$ cat config.mk
export PLATFORM = sky130hd
export DESIGN_NAME = slow_osc_trim_calibrator
export DESIGN_NICKNAME = d
export VERILOG_FILES = /design/src/verilog/slow_osc_trim_pkg.sv /design/src/verilog/slow_osc_trim_calibrator.sv
export SDC_FILE = /design/constraint.sdc
export NUM_CORES = 1
export LEC_CHECK = 0
export ABC_CLOCK_PERIOD_IN_PS = 10900
export BUFFER_PORTS_ARGS = -buffer_cell sky130_fd_sc_hd__buf_2
export CAP_MARGIN = 10
export CELL_PAD_IN_SITES_DETAIL_PLACEMENT = 2
export CELL_PAD_IN_SITES_GLOBAL_PLACEMENT = 2
export CORE_UTILIZATION = 37
export CTS_CLUSTER_DIAMETER = 30
export DETAILED_ROUTE_END_ITERATION = 16
export GPL_TIMING_DRIVEN = 1
export PLACE_DENSITY_LB_ADDON = 0.08
export REMOVE_ABC_BUFFERS = 1
export SETUP_SLACK_MARGIN = 0.5
export SLEW_MARGIN = 30
export SYNTH_ARGS = -nofsm -noshare
export SYNTH_HDL_FRONTEND = slang
export SYNTH_SLANG_ARGS = --single-unit
$ cat constraint.sdc
create_clock -name i_sys_clk -period 10.9 [get_ports i_sys_clk]
set_input_delay 1.635 -clock i_sys_clk [delete_from_list [all_inputs] [get_ports i_sys_clk]]
set_output_delay 1.635 -clock i_sys_clk [all_outputs]
set_load 0.005 [all_outputs]
$ cat src/verilog/slow_osc_trim_pkg.sv
// Constants for the slow oscillator trim calibrator
package slow_osc_trim_pkg;
  // System clock rate
  localparam int unsigned CLK_HZ = 25000000;
  localparam int unsigned CLK_PERIOD_NS = 1000000000 / CLK_HZ;
  // Register byte offsets
  localparam logic [5:0] OFS_STATUS = 6'h00;
  localparam logic [5:0] OFS_CONTROL = 6'h04;
  localparam logic [5:0] OFS_UPPER = 6'h08;
  localparam logic [5:0] OFS_LOWER = 6'h0C;
  localparam logic [5:0] OFS_TRIM = 6'h10;
  localparam logic [5:0] OFS_TARGET = 6'h14;
  localparam logic [5:0] OFS_SLOW_CNT = 6'h18;
  localparam logic [5:0] OFS_EXPECTED = 6'h1C;
  localparam logic [5:0] OFS_MEASURED = 6'h20;
  // Field widths
  localparam int unsigned TRIM_W = 6;
  localparam int unsigned TGT_W = 3;
  localparam int unsigned CNT_W = 13;
  // Status bit positions
  localparam int unsigned ST_DEC = 5;
  localparam int unsigned ST_INC = 4;
  localparam int unsigned ST_MIN = 3;
  localparam int unsigned ST_MAX = 2;
  localparam int unsigned ST_OVF = 1;
  localparam int unsigned ST_DONE = 0;
  // Control bit positions
  localparam int unsigned CT_AUTO_CLR = 7;
  localparam int unsigned CT_HOLD = 6;
  localparam int unsigned CT_TOL = 5;
  localparam int unsigned CT_EN = 4;
  // Interrupt enables occupy control bits 3..0, aligned with status
  localparam logic [7:0] IRQ_EN_MASK = 8'h0F;
  // Reset values
  localparam logic [7:0] STATUS_RST = 8'h00;
  localparam logic [7:0] CONTROL_RST = 8'h00;
  localparam logic [5:0] UPPER_RST = 6'h3F;
  localparam logic [5:0] LOWER_RST = 6'h00;
  localparam logic [2:0] TARGET_RST = 3'h0;
  localparam logic [12:0] EXPECTED_RST = 13'h0000;
  localparam logic [12:0] MEASURED_RST = 13'h0000;
  // Tolerance base step: window is this times (1 + select)
  localparam logic [14:0] TOL_STEP = 15'h0010;
  // Saturated fast count marking an overflow
  localparam logic [13:0] FAST_SAT = 14'h2000;
  localparam logic [12:0] FAST_MAX = 13'h1FFF;
  // Calibration states
  typedef enum logic [0:0] {
    CAL_IDLE = 1'b0,
    CAL_MEASURE = 1'b1
  } cal_state_e;
endpackage

$ cat src/verilog/slow_osc_trim_calibrator.sv
// Slow oscillator trim calibrator with Avalon-MM register slave
// Functional notes
// - At period end compare measured with expected
// - Above expected plus window: trim up one
// - Below expected minus window: trim down one
// - Inside window: trim code unchanged
// - Tolerance select: 16 when zero, 32 one
// - Upper limit fixed; larger trim reverts to it
// - Lower limit writable, resets to zero
// - Fast oscillator off aborts cycle, trim kept
// - Reading status clears the flags that the read returned
// - Bit5 flags decrement decision, even if blocked
// - Bit4 flags increment decision, even if blocked
// - Bit3 lower limit reached, bit2 upper
// - Bit1 flags fast counter overflow
// - Bit0 set on every completed cycle
// - Auto clear drops enable after next cycle
// - Hold bit freezes trim, flags still reported
// - Control bit4 enables the calibrator
// - Control bits 3..0 enable the interrupts
// - Trim never decremented below lower limit
// - Target sets slow periods; zero disables
// - Trim moves at most one step per cycle
// - Measured count holds fast clocks per base
//
// Decided for this implementation: the Avalon-MM interface to the registers.
`timescale 1ns/10ps
module slow_osc_trim_calibrator
  import slow_osc_trim_pkg::*;
#(
  parameter logic [5:0] TRIM_RST = 6'h20, // Reset trim, arbitrary mid value
  parameter int unsigned MEAS_W = 13
) (
  input wire logic i_sys_clk,
  input wire logic i_sys_rst,
  input wire logic [5:0] i_avs_address,
  input wire logic i_avs_read,
  input wire logic i_avs_write,
  input wire logic [31:0] i_avs_writedata,
  input wire logic [3:0] i_avs_byteenable,
  output logic [31:0] o_avs_readdata,
  output logic o_avs_waitrequest,
  input wire logic i_slow_clk,
  input wire logic i_fast_osc_en,
  output logic [5:0] o_trim_code,
  output logic o_irq
);

  // Counter width must match the 13-bit count fields
  if (MEAS_W != CNT_W) begin : g_bad_width
    $error("MEAS_W must equal the 13-bit count field width");
  end

  typedef struct packed {
    cal_state_e state;
    logic slow_prev;
    logic ack;
    logic [31:0] rdata;
    logic [7:0] status;
    logic [7:0] control;
    logic [5:0] lower;
    logic [5:0] trim;
    logic [2:0] target;
    logic [2:0] slow_cnt;
    logic [12:0] expected;
    logic [12:0] measured;
    logic [13:0] fast_cnt;
  } state_s;

  localparam state_s ST_RST = '{
    state: CAL_IDLE,
    slow_prev: 1'b0,
    ack: 1'b0,
    rdata: 32'h0000_0000,
    status: STATUS_RST,
    control: CONTROL_RST,
    lower: LOWER_RST,
    trim: TRIM_RST,
    target: TARGET_RST,
    slow_cnt: 3'h0,
    expected: EXPECTED_RST,
    measured: MEASURED_RST,
    fast_cnt: 14'h0000
  };

  state_s st_q;
  state_s st_d;

  logic req;
  logic wr_go;
  logic rd_go;
  logic slow_rise;
  logic run_ok;
  logic finish;
  logic [13:0] fc_nx;
  logic [12:0] meas;
  logic [14:0] tol;
  logic [14:0] exp_hi;
  logic [14:0] meas_lo;
  logic go_up;
  logic go_down;
  logic [7:0] set_flags;
  logic [7:0] clr_flags;
  logic [5:0] wtrim;

  // Read mux, unmapped addresses read as zero
  function automatic logic [31:0] read_mux(input state_s s, input logic [5:0] a);
    logic [31:0] r;
    r = 32'h0000_0000;
    case (a)
      OFS_STATUS: r[7:0] = s.status;
      OFS_CONTROL: r[7:0] = s.control;
      OFS_UPPER: r[5:0] = UPPER_RST;
      OFS_LOWER: r[5:0] = s.lower;
      OFS_TRIM: r[5:0] = s.trim;
      OFS_TARGET: r[2:0] = s.target;
      OFS_SLOW_CNT: r[2:0] = s.slow_cnt;
      OFS_EXPECTED: r[12:0] = s.expected;
      OFS_MEASURED: r[12:0] = s.measured;
      default: r = 32'h0000_0000;
    endcase
    return r;
  endfunction

  always_comb begin
    st_d = st_q;
    set_flags = 8'h00;
    clr_flags = 8'h00;
    finish = 1'b0;
    go_up = 1'b0;
    go_down = 1'b0;
    wtrim = i_avs_writedata[5:0];

    // Bus handshake: one wait cycle, then the access completes
    req = i_avs_read | i_avs_write;
    st_d.ack = req & ~st_q.ack;
    wr_go = i_avs_write & st_q.ack;
    rd_go = i_avs_read & st_q.ack;
    if (req && !st_q.ack) begin
      st_d.rdata = read_mux(st_q, i_avs_address);
    end

    // Slow clock is sampled; a rising edge marks one slow period
    st_d.slow_prev = i_slow_clk;
    slow_rise = i_slow_clk & ~st_q.slow_prev;

    // Measurement needs enable, a nonzero target and the fast oscillator
    run_ok = st_q.control[CT_EN] & (st_q.target != 3'h0) & i_fast_osc_en;

    // Fast count saturates one past the 13-bit range to mark overflow
    fc_nx = (st_q.fast_cnt == FAST_SAT) ? FAST_SAT : st_q.fast_cnt + 14'h0001;
    meas = fc_nx[13] ? FAST_MAX : fc_nx[12:0];

    // Window of 16 or 32 counts; 15-bit math avoids wrap at the ends
    tol = st_q.control[CT_TOL] ? (TOL_STEP << 1) : TOL_STEP;
    exp_hi = {2'b00, st_q.expected} + tol;
    meas_lo = {2'b00, meas} + tol;

    // Software writes, single byte lane per narrow register
    if (wr_go && i_avs_byteenable[0]) begin
      case (i_avs_address)
        OFS_CONTROL: st_d.control = i_avs_writedata[7:0];
        OFS_LOWER: st_d.lower = i_avs_writedata[5:0];
        OFS_TRIM: st_d.trim = (wtrim > UPPER_RST) ? UPPER_RST : wtrim;
        OFS_TARGET: st_d.target = i_avs_writedata[2:0];
        OFS_EXPECTED: st_d.expected[7:0] = i_avs_writedata[7:0];
        default: st_d.expected = st_d.expected;
      endcase
    end
    if (wr_go && i_avs_byteenable[1] && i_avs_address == OFS_EXPECTED) begin
      st_d.expected[12:8] = i_avs_writedata[12:8];
    end

    // Calibration sequencing
    case (st_q.state)
      CAL_IDLE: begin
        if (run_ok && slow_rise) begin
          st_d.state = CAL_MEASURE;
          st_d.slow_cnt = 3'h0;
          st_d.fast_cnt = 14'h0000;
        end
      end
      CAL_MEASURE: begin
        if (!run_ok) begin
          st_d.state = CAL_IDLE;
        end else begin
          st_d.fast_cnt = fc_nx;
          if (slow_rise) begin
            st_d.slow_cnt = st_q.slow_cnt + 3'h1;
            if (st_q.slow_cnt + 3'h1 == st_q.target) begin
              finish = 1'b1;
            end
          end
        end
      end
      default: st_d.state = CAL_IDLE;
    endcase

    // End of time base: decide, report, adjust
    if (finish) begin
      go_up = {2'b00, meas} > exp_hi;
      go_down = meas_lo < {2'b00, st_q.expected};
      st_d.measured = meas;
      set_flags[ST_DONE] = 1'b1;
      set_flags[ST_OVF] = fc_nx[13];
      set_flags[ST_INC] = go_up;
      set_flags[ST_DEC] = go_down;
      // Single step per cycle; hardware wins over a same-cycle trim write on a step or inside the window, not when hold or a limit blocks the step
      if (go_up) begin
        if (!st_q.control[CT_HOLD] && st_q.trim < UPPER_RST) begin
          st_d.trim = st_q.trim + 6'h01;
        end
        set_flags[ST_MAX] = (st_d.trim >= UPPER_RST);
      end else if (go_down) begin
        if (!st_q.control[CT_HOLD] && st_q.trim > st_q.lower) begin
          st_d.trim = st_q.trim - 6'h01;
        end
        set_flags[ST_MIN] = (st_d.trim <= st_q.lower);
      end else begin
        st_d.trim = st_q.trim;
      end
      // Restart the next period on this same slow edge
      st_d.slow_cnt = 3'h0;
      st_d.fast_cnt = 14'h0000;
      if (st_q.control[CT_AUTO_CLR]) begin
        st_d.control[CT_EN] = 1'b0;
        st_d.state = CAL_IDLE;
      end
    end

    // Clear on read only what the snapshot showed, so a flag raised in the
    // wait cycle is not lost; a flag raised in the same cycle survives
    if (rd_go && i_avs_address == OFS_STATUS) begin
      clr_flags = st_q.rdata[7:0];
    end
    st_d.status = ((st_q.status & ~clr_flags) | set_flags) & 8'h3F;
  end

  // Whole state registered in one place
  always_ff @(posedge i_sys_clk) begin
    if (i_sys_rst) begin
      st_q <= ST_RST;
    end else begin
      st_q <= st_d;
    end
  end

  // Outputs
  assign o_avs_waitrequest = req & ~st_q.ack;
  assign o_avs_readdata = st_q.rdata;
  assign o_trim_code = st_q.trim;
  assign o_irq = |(st_q.status & st_q.control & IRQ_EN_MASK);

endmodule

---- Yosys cells after proc, flatten, opt, wreduce, memory -nomap -nowiden ----
Cells that the tools add are included.
storage, ports and cells
  register bits ........................... 88
  latch bits .............................. 0
  RAM bits ................................ 0
  bits in read-only memories .............. 0
  input port bits ......................... 48
  output and inout bits ................... 40
  word-level logic and storage cells ...... 123
  memories ................................ 0
cells by class
  $add $sub $neg .......................... 6
  $mul .................................... 0
  div/mod/pow operators ................... 0
  $lt $le $gt $ge ......................... 7
  equality and inequality tests ........... 14
  shift-type cells ........................ 0
  multiplexer cells ....................... 47
  bitwise operators ....................... 14
  reduce and logical (&&, ||, !) cells .... 20
operators with widths
  cell                                                                   number
  6-bit two-way mux                                                      16
  14-bit two-way mux                                                     3
  13-bit by 6-bit adder with 14-bit output                               2
  14-bit case mux with 2 select lines                                    1
  3-bit case mux with 9 select lines                                     1
  6-bit by 5-bit equality test with 1-bit output, second input constant  4
  3-bit case mux with 7 select lines                                     1
  20-bit two-way mux                                                     1
  14-bit by 1-bit adder with 14-bit output, second input constant        1
  14-bit equality test, second input constant                            1
  13-bit by 14-bit greater-than comparator with 1-bit output             1
  14-bit by 13-bit < comparator with 1-bit output                        1
  1-bit two-way mux                                                      13
  13-bit two-way mux                                                     1
  6-bit by 4-bit equality test with 1-bit output, second input constant  2
  3-bit two-way mux                                                      4
  5-bit two-way mux                                                      2
  5-bit case mux with 2 select lines                                     1
  2-bit AND reduction                                                    5
  1-bit logical AND                                                      8
  2-bit case mux with 4 select lines                                     1
  6-bit by 1-bit adder with 6-bit output, second input constant          1
  1-bit AND                                                              6
  6-bit AND                                                              1
  26 further kinds                                                       30

---- Depth between registers and ports, before layout ----
  word-level depth ........................ 13
  mapped depth ............................ 21
  gate-level depth less buffers ........... 19

---- Least setup slack after synthesis ----
OpenSTA, ideal clock, no wires.
  path kind ............................... input port to flip-flop
  start ................................... in i_avs_address[1]
  end ..................................... reg st_q[69] (netlist name)
  setup time .............................. 65 ps
  arrival ................................. 4,484 ps
  slack ................................... 6,351 ps
  cell stages on the path ................. 15
  buffers on the path ..................... 2
  cell sequence ........................... or4b_1 clkbuf_1 nor4_4 buf_2 mux2i_1 mux2i_1 ha_1 nor2b_1 o21a_1 o21a_1 o21a_1 o21a_1 o22ai_1 a32oi_1 nor2_1
between the ends
  longest elaborated chain between the ends .. 12
  elaborated cells between the ends (all ways) .. 17
  classes of those cells .................. order compare: 1; eq/ne: 1; mux: 10; bitwise: 3; reduce/logical: 2
ends and longest elaborated chain
  element                                         RTL line                         text
  from (decl)                                     slow_osc_trim_calibrator.sv:36   input wire logic [5:0] i_avs_address,
  6-bit by 5-bit equality test with 1-bit output  slow_osc_trim_calibrator.sv:161  case (i_avs_address)
  6-bit two-way mux                               slow_osc_trim_calibrator.sv:161
  20-bit two-way mux                              slow_osc_trim_calibrator.sv:160  if (wr_go && i_avs_byteenable[0]) begin
  6-bit two-way mux                               slow_osc_trim_calibrator.sv:215  if (!st_q.control[CT_HOLD] && st_q.trim > st_q.lower) begin
  6-bit two-way mux                               slow_osc_trim_calibrator.sv:214  end else if (go_down) begin
  6-bit two-way mux                               slow_osc_trim_calibrator.sv:209  if (go_up) begin
  6-bit two-way mux                               slow_osc_trim_calibrator.sv:200  if (finish) begin
  6-bit less-or-equal comparator                  slow_osc_trim_calibrator.sv:218  set_flags[ST_MIN] = (st_d.trim <= st_q.lower);
  1-bit two-way mux                               slow_osc_trim_calibrator.sv:214
  1-bit two-way mux                               slow_osc_trim_calibrator.sv:209
  6-bit two-way mux                               slow_osc_trim_calibrator.sv:200
  6-bit OR (*)                                    slow_osc_trim_calibrator.sv:236  st_d.status = ((st_q.status & ~clr_flags) | set_flags) & 8'h3F;
  to (signal assigned)                            slow_osc_trim_calibrator.sv:244  st_q <= st_d;
  to (decl)                                       slow_osc_trim_calibrator.sv:86   state_s st_q;
Every way passes the cells marked *; elsewhere a longest branch is shown, timed or not. The select of a mux whose other input is x is not followed.
A chain may end at the register's enable or synchronous reset.

---- Final worst setup path ----
  start ................................... reg st_q[7] (netlist name)
  end ..................................... reg st_q, in the netlist o_trim_code[3]
between the ends
  longest elaborated chain between the ends .. 6
  elaborated cells between the ends (all ways) .. 10
  classes of those cells .................. add/sub: 2; order compare: 2; eq/ne: 2; mux: 4
ends and longest elaborated chain
  element                                                                                                                 RTL line                                                          text
  14-bit by 1-bit adder with 14-bit output or 14-bit equality test (tied branches)                                        slow_osc_trim_calibrator.sv:151                                   fc_nx = (st_q.fast_cnt == FAST_SAT) ? FAST_SAT : st_q.fast_cnt + 14'h0001;
  14-bit two-way mux (*)                                                                                                  slow_osc_trim_calibrator.sv:151
  13-bit two-way mux (*)                                                                                                  slow_osc_trim_calibrator.sv:152                                   meas = fc_nx[13] ? FAST_MAX : fc_nx[12:0];
  named net meas[4]                                                                                                       slow_osc_trim_calibrator.sv:96                                    logic [12:0] meas;
  13-bit by 6-bit adder with 14-bit output or 13-bit by 14-bit greater-than comparator with 1-bit output (tied branches)  slow_osc_trim_calibrator.sv:157, slow_osc_trim_calibrator.sv:201
  14-bit by 13-bit < comparator with 1-bit output or 6-bit two-way mux (tied branches)                                    slow_osc_trim_calibrator.sv:202, slow_osc_trim_calibrator.sv:209
  3-bit by 1-bit inequality test with 1-bit output (no line) or 6-bit two-way mux (tied branches)                         -
Mark *: on every way through the listed nets, which the timed path passes. The rest lies on a longest branch.

==> summary.md <==
| Metric | Value |
|---|---|
| Outcome | `finished clean` |
| Vias in the first global route | `6,475` |
| Max stage delay on crit path | `650 ps` |
| Register area share after synthesis | `27.6%` |
| Crit path required time | `11,150 ps` |
| Bufs and invs on worst path | `0` |
| GPL Wtd Cong | `0.880` |
| Die Area | `17,800 sq um` |
| WL/cell | `21.3 um` |
| Final setup vio count | `0` |
| Final period util | `49.7%` |
| Post-synthesis adder-cell area fraction | `9.06%` |
| Worst Skew | `5.92 ps` |
| Row count | `47` |
| RSZ-0062 raised after global routing | `false` |
| Dominant cells by area after synthesis | `dfxtp_1 28%, ha_1 8.4%, nor2_1 6.6%` |
| CORE AREA | `16,700 sq um` |
| Hold Buf Count CTS | `0` |
| Largest net degree at the start of global routing | `71` |
| Synth warnings | `0` |
| Post-Syn Area | `6380 sq um` |
| Number of synthesized flops with an enable pin | `0` |
| Pwr Total | `0.703 mW` |
| CP top delay family | `compound AO/OA/AOI/OAI gates` |
| DP HPWL | `16.5 mm` |
| Max_cap viols | `0` |
| Fin. Hold Viols | `0` |
| Final ANT Viol Nets | `0` |
| Post-Layout Cell Count | `1,031` |
| Synth Area in XOR/XNOR | `4.27%` |
| Final TNS setup | `0 ps` |
| Final WL | `22.0 mm` |
| CP Data Arrival Time | `5670 ps` |
| Die Span Y | `133 um` |
| Share of cells above drive strength 1 | `12.6%` |
| Largest family of logic cells by synthesized area | `simple AND/OR/NAND/NOR gates` |
| CTS tree | `done` |
| Peak supply drop | `0.0728 mV` |
| Fillers | `1,946` |
| # Post-CTS Setup Buffers | `0` |
| Cell chain of the critical path | `nand4_2 -> or4_4 -> xor2_1 -> nand2_1 -> ha_1 -> a21o_1 -> o21ai_4 -> nor3_1 -> a21oi_1 -> a21oi_1 -> ha_1 -> a2111oi_0 -> a41oi_1 -> o21ai_1 -> nor2_1 -> a211oi_1` |
| Die width | `133 um` |
| Fin crit period | `5420 ps` |
| P_leak | `2.67 nW` |
| Via/cell ratio | `5.74` |
| Area delta synth->final | `7.25%` |
| Max frequency | `0.185 GHz` |
| H-tree Lvls | `3` |
| Slew HR | `39.2%` |
| Post-synthesis mux area share | `6.55%` |
| Worst slew pin tran | `906 ps` |
| Cell area power density | `103 nW/um^2` |
| Max Root-Sink Buffers | `2` |
| Startpoint types | `flip-flop` |
| Setup Crit Path Kind | `flip-flop to flip-flop` |
| Initial DRC Count | `238` |
| Synth Register Bits | `88` |
| Setup crit end kind | `flip-flop` |
| Simple-gate share of the synthesized area | `23.1%` |
| Synth area leader | `dfxtp_1` |
| Clk root buf | `clkbuf_16` |
| Netlist cell types | `77` |
| Hold crit path type | `flip-flop to flip-flop` |
| I/O pin total | `88` |
| Most used DFF post-synth | `dfxtp_1` |
| CTS sink cnt | `88` |
| Initial antenna violation count | `0` |
| Final core utilization | `41.0%` |
| Inserted Diodes | `0` |
| Post-cts sizing count | `0` |
| First-pass GRT wire length | `35.2 mm` |
| TritonRoute pass-1 iters | `4` |
| Num CTS Buffers | `9` |
| Layout Nets | `900` |
| CTS clk-pin slew, worst paths | `60 ps` |
| Via count | `5,916` |
| Area of the multi-input gates | `4050 sq um` |
| Synth top area share | `27.6%` |
| Compound-gate portion of the synthesized area | `19.0%` |
| # port buffers | `47` |
| Slowest-stage cell, CP | `xor2_1` |
| Clk Latency, worst-skew pair | `350 ps` |
| Gr usage total | `25.6%` |
| # DRC | `0` |
| Ys async rst share | `0%` |
| Initial Util | `38.2%` |
| Final Max Tran Viols | `0` |
| Mapped Cells | `808` |
| Syn avg cell area | `7.90 sq um` |
| Total placed cells including tap cells | `1,016` |
| Crit Path Max Fanout | `11` |
| Grt ovf | `0` |
| Reg area | `1760 sq um` |
==> cells in the mapped netlist (3+ instances only) <==
master    count
nor2_1      113
dfxtp_1      88
nand2_1      63
a21oi_1      57
ha_1         43
buf_4        41
inv_1        38
mux2i_1      35
clkbuf_1     33
nor3_1       29
o21ai_0      26
nand3_1      17
xnor2_1      17
a211oi_1     13
nor2b_1      12
a22oi_1      11
nand4_1      11
xor2_1       11
a31oi_1       8
and3_1        7
o21a_1        7
a221oi_1      6
o22ai_1       6
o31ai_1       6
a21o_1        5
nand3b_1      5
o211ai_1      5
or3_1         5
a222oi_1      4
and2_1        4
buf_2         4
mux2_2        4
nand2b_1      4
o221ai_1      4
or2_2         4
a22o_1        3
a311oi_1      3
a41oi_1       3
and4_1        3
buf_6         3
nor4b_1       3
==> cell type report <==
class | instances | area share (%)
clock buffer | 10 | 3.49
clock inverter | 5 | 1.19
inverter | 39 | 2.14
multi-input combinational | 615 | 59.2
sequential | 88 | 25.7
tap | 220 | 4.02
timing repair buffer | 54 | 4.20
==> sequential cells by signal (all words and copies together), names as in the netlist <==
register and flops:
st_q 69, o_trim_code 6, o_avs_readdata 13
==> layout by cell type, fill, tap and decap left out, drive strengths merged, types with 5 or more instances in the layout <==
cell type / instances
nand3b: 5
inv: 38
and3: 7
mux2i: 35
nand3: 17
o21ai: 29
a211oi: 14
nor3: 30
buf: 54
nor4: 5
and2: 5
o21a: 7
nand2: 63
a221oi: 7
xor2: 11
nor2b: 12
xnor2: 18
a31oi: 8
nand4: 13
ha: 43
a21oi: 57
clkbuf: 10
or3: 7
conb: 19
a21o: 6
a22oi: 11
o31ai: 6
o211ai: 5
nor2: 113
dfxtp: 88
o22ai: 6
==> worst reg2reg max path: cells and delay by family (launching register included) <==
kind / cells / cell delay (ps)
AOI/OAI and AO/OA: 8 / 2280
xor gates and xnor gates: 1 / 650
adders and majority gates: 2 / 580
and+or+nand+nor: 5 / 1300
DFF: 1 / 520
==> logic make-up after synthesis <==
group | after synthesis
mux | 40
simple gates | 299
other cells | 1
flops | 88
xor+xnor | 29
compound gates | 183
fa+ha+maj | 45
buf+inv | 123
==> per-stage QoR <==
step | instance area (sq um) | hold WS (ps) | worst slack (ps)
after floorplan | 5940 | 436 | 5240
after global placement | 6500 | 462 | 5750
after detailed placement | 6520 | 474 | 5500
after CTS | 6840 | 485 | 5440
after global routing | 6840 | 516 | 5010
final | 6840 | 488 | 5480
==> final timing paths <==
kind | start | endpoint | slack (ps) | cells after the start
max | st_q[7] | o_trim_code[3] | 5480 | 16
min | st_q[68] | st_q[68] | 490 | 2
max reg2reg | st_q[7] | o_trim_code[3] | 5480 | 16
min reg2reg | st_q[68] | st_q[68] | 490 | 2
==> routing by layer <==
layer | routed length (um) | up-vias | track usage [%]
met1 | 9320 | 2975 | 29.9
met2 | 11500 | 95 | 47.6
met3 | 632 | 35 | 3.92
met5 | 0 | - | 0
met4 | 527 | 0 | 8.27
li1 | - | 2811 | -
==> report_power, final <==
group          total (mW)  switching [mW]  internal (mW)
sequential          0.325         0.00117          0.323
clock               0.340           0.134          0.206
combinational      0.0380          0.0276         0.0105
total               0.703           0.163          0.540
(Power assumes the default switching activity.)
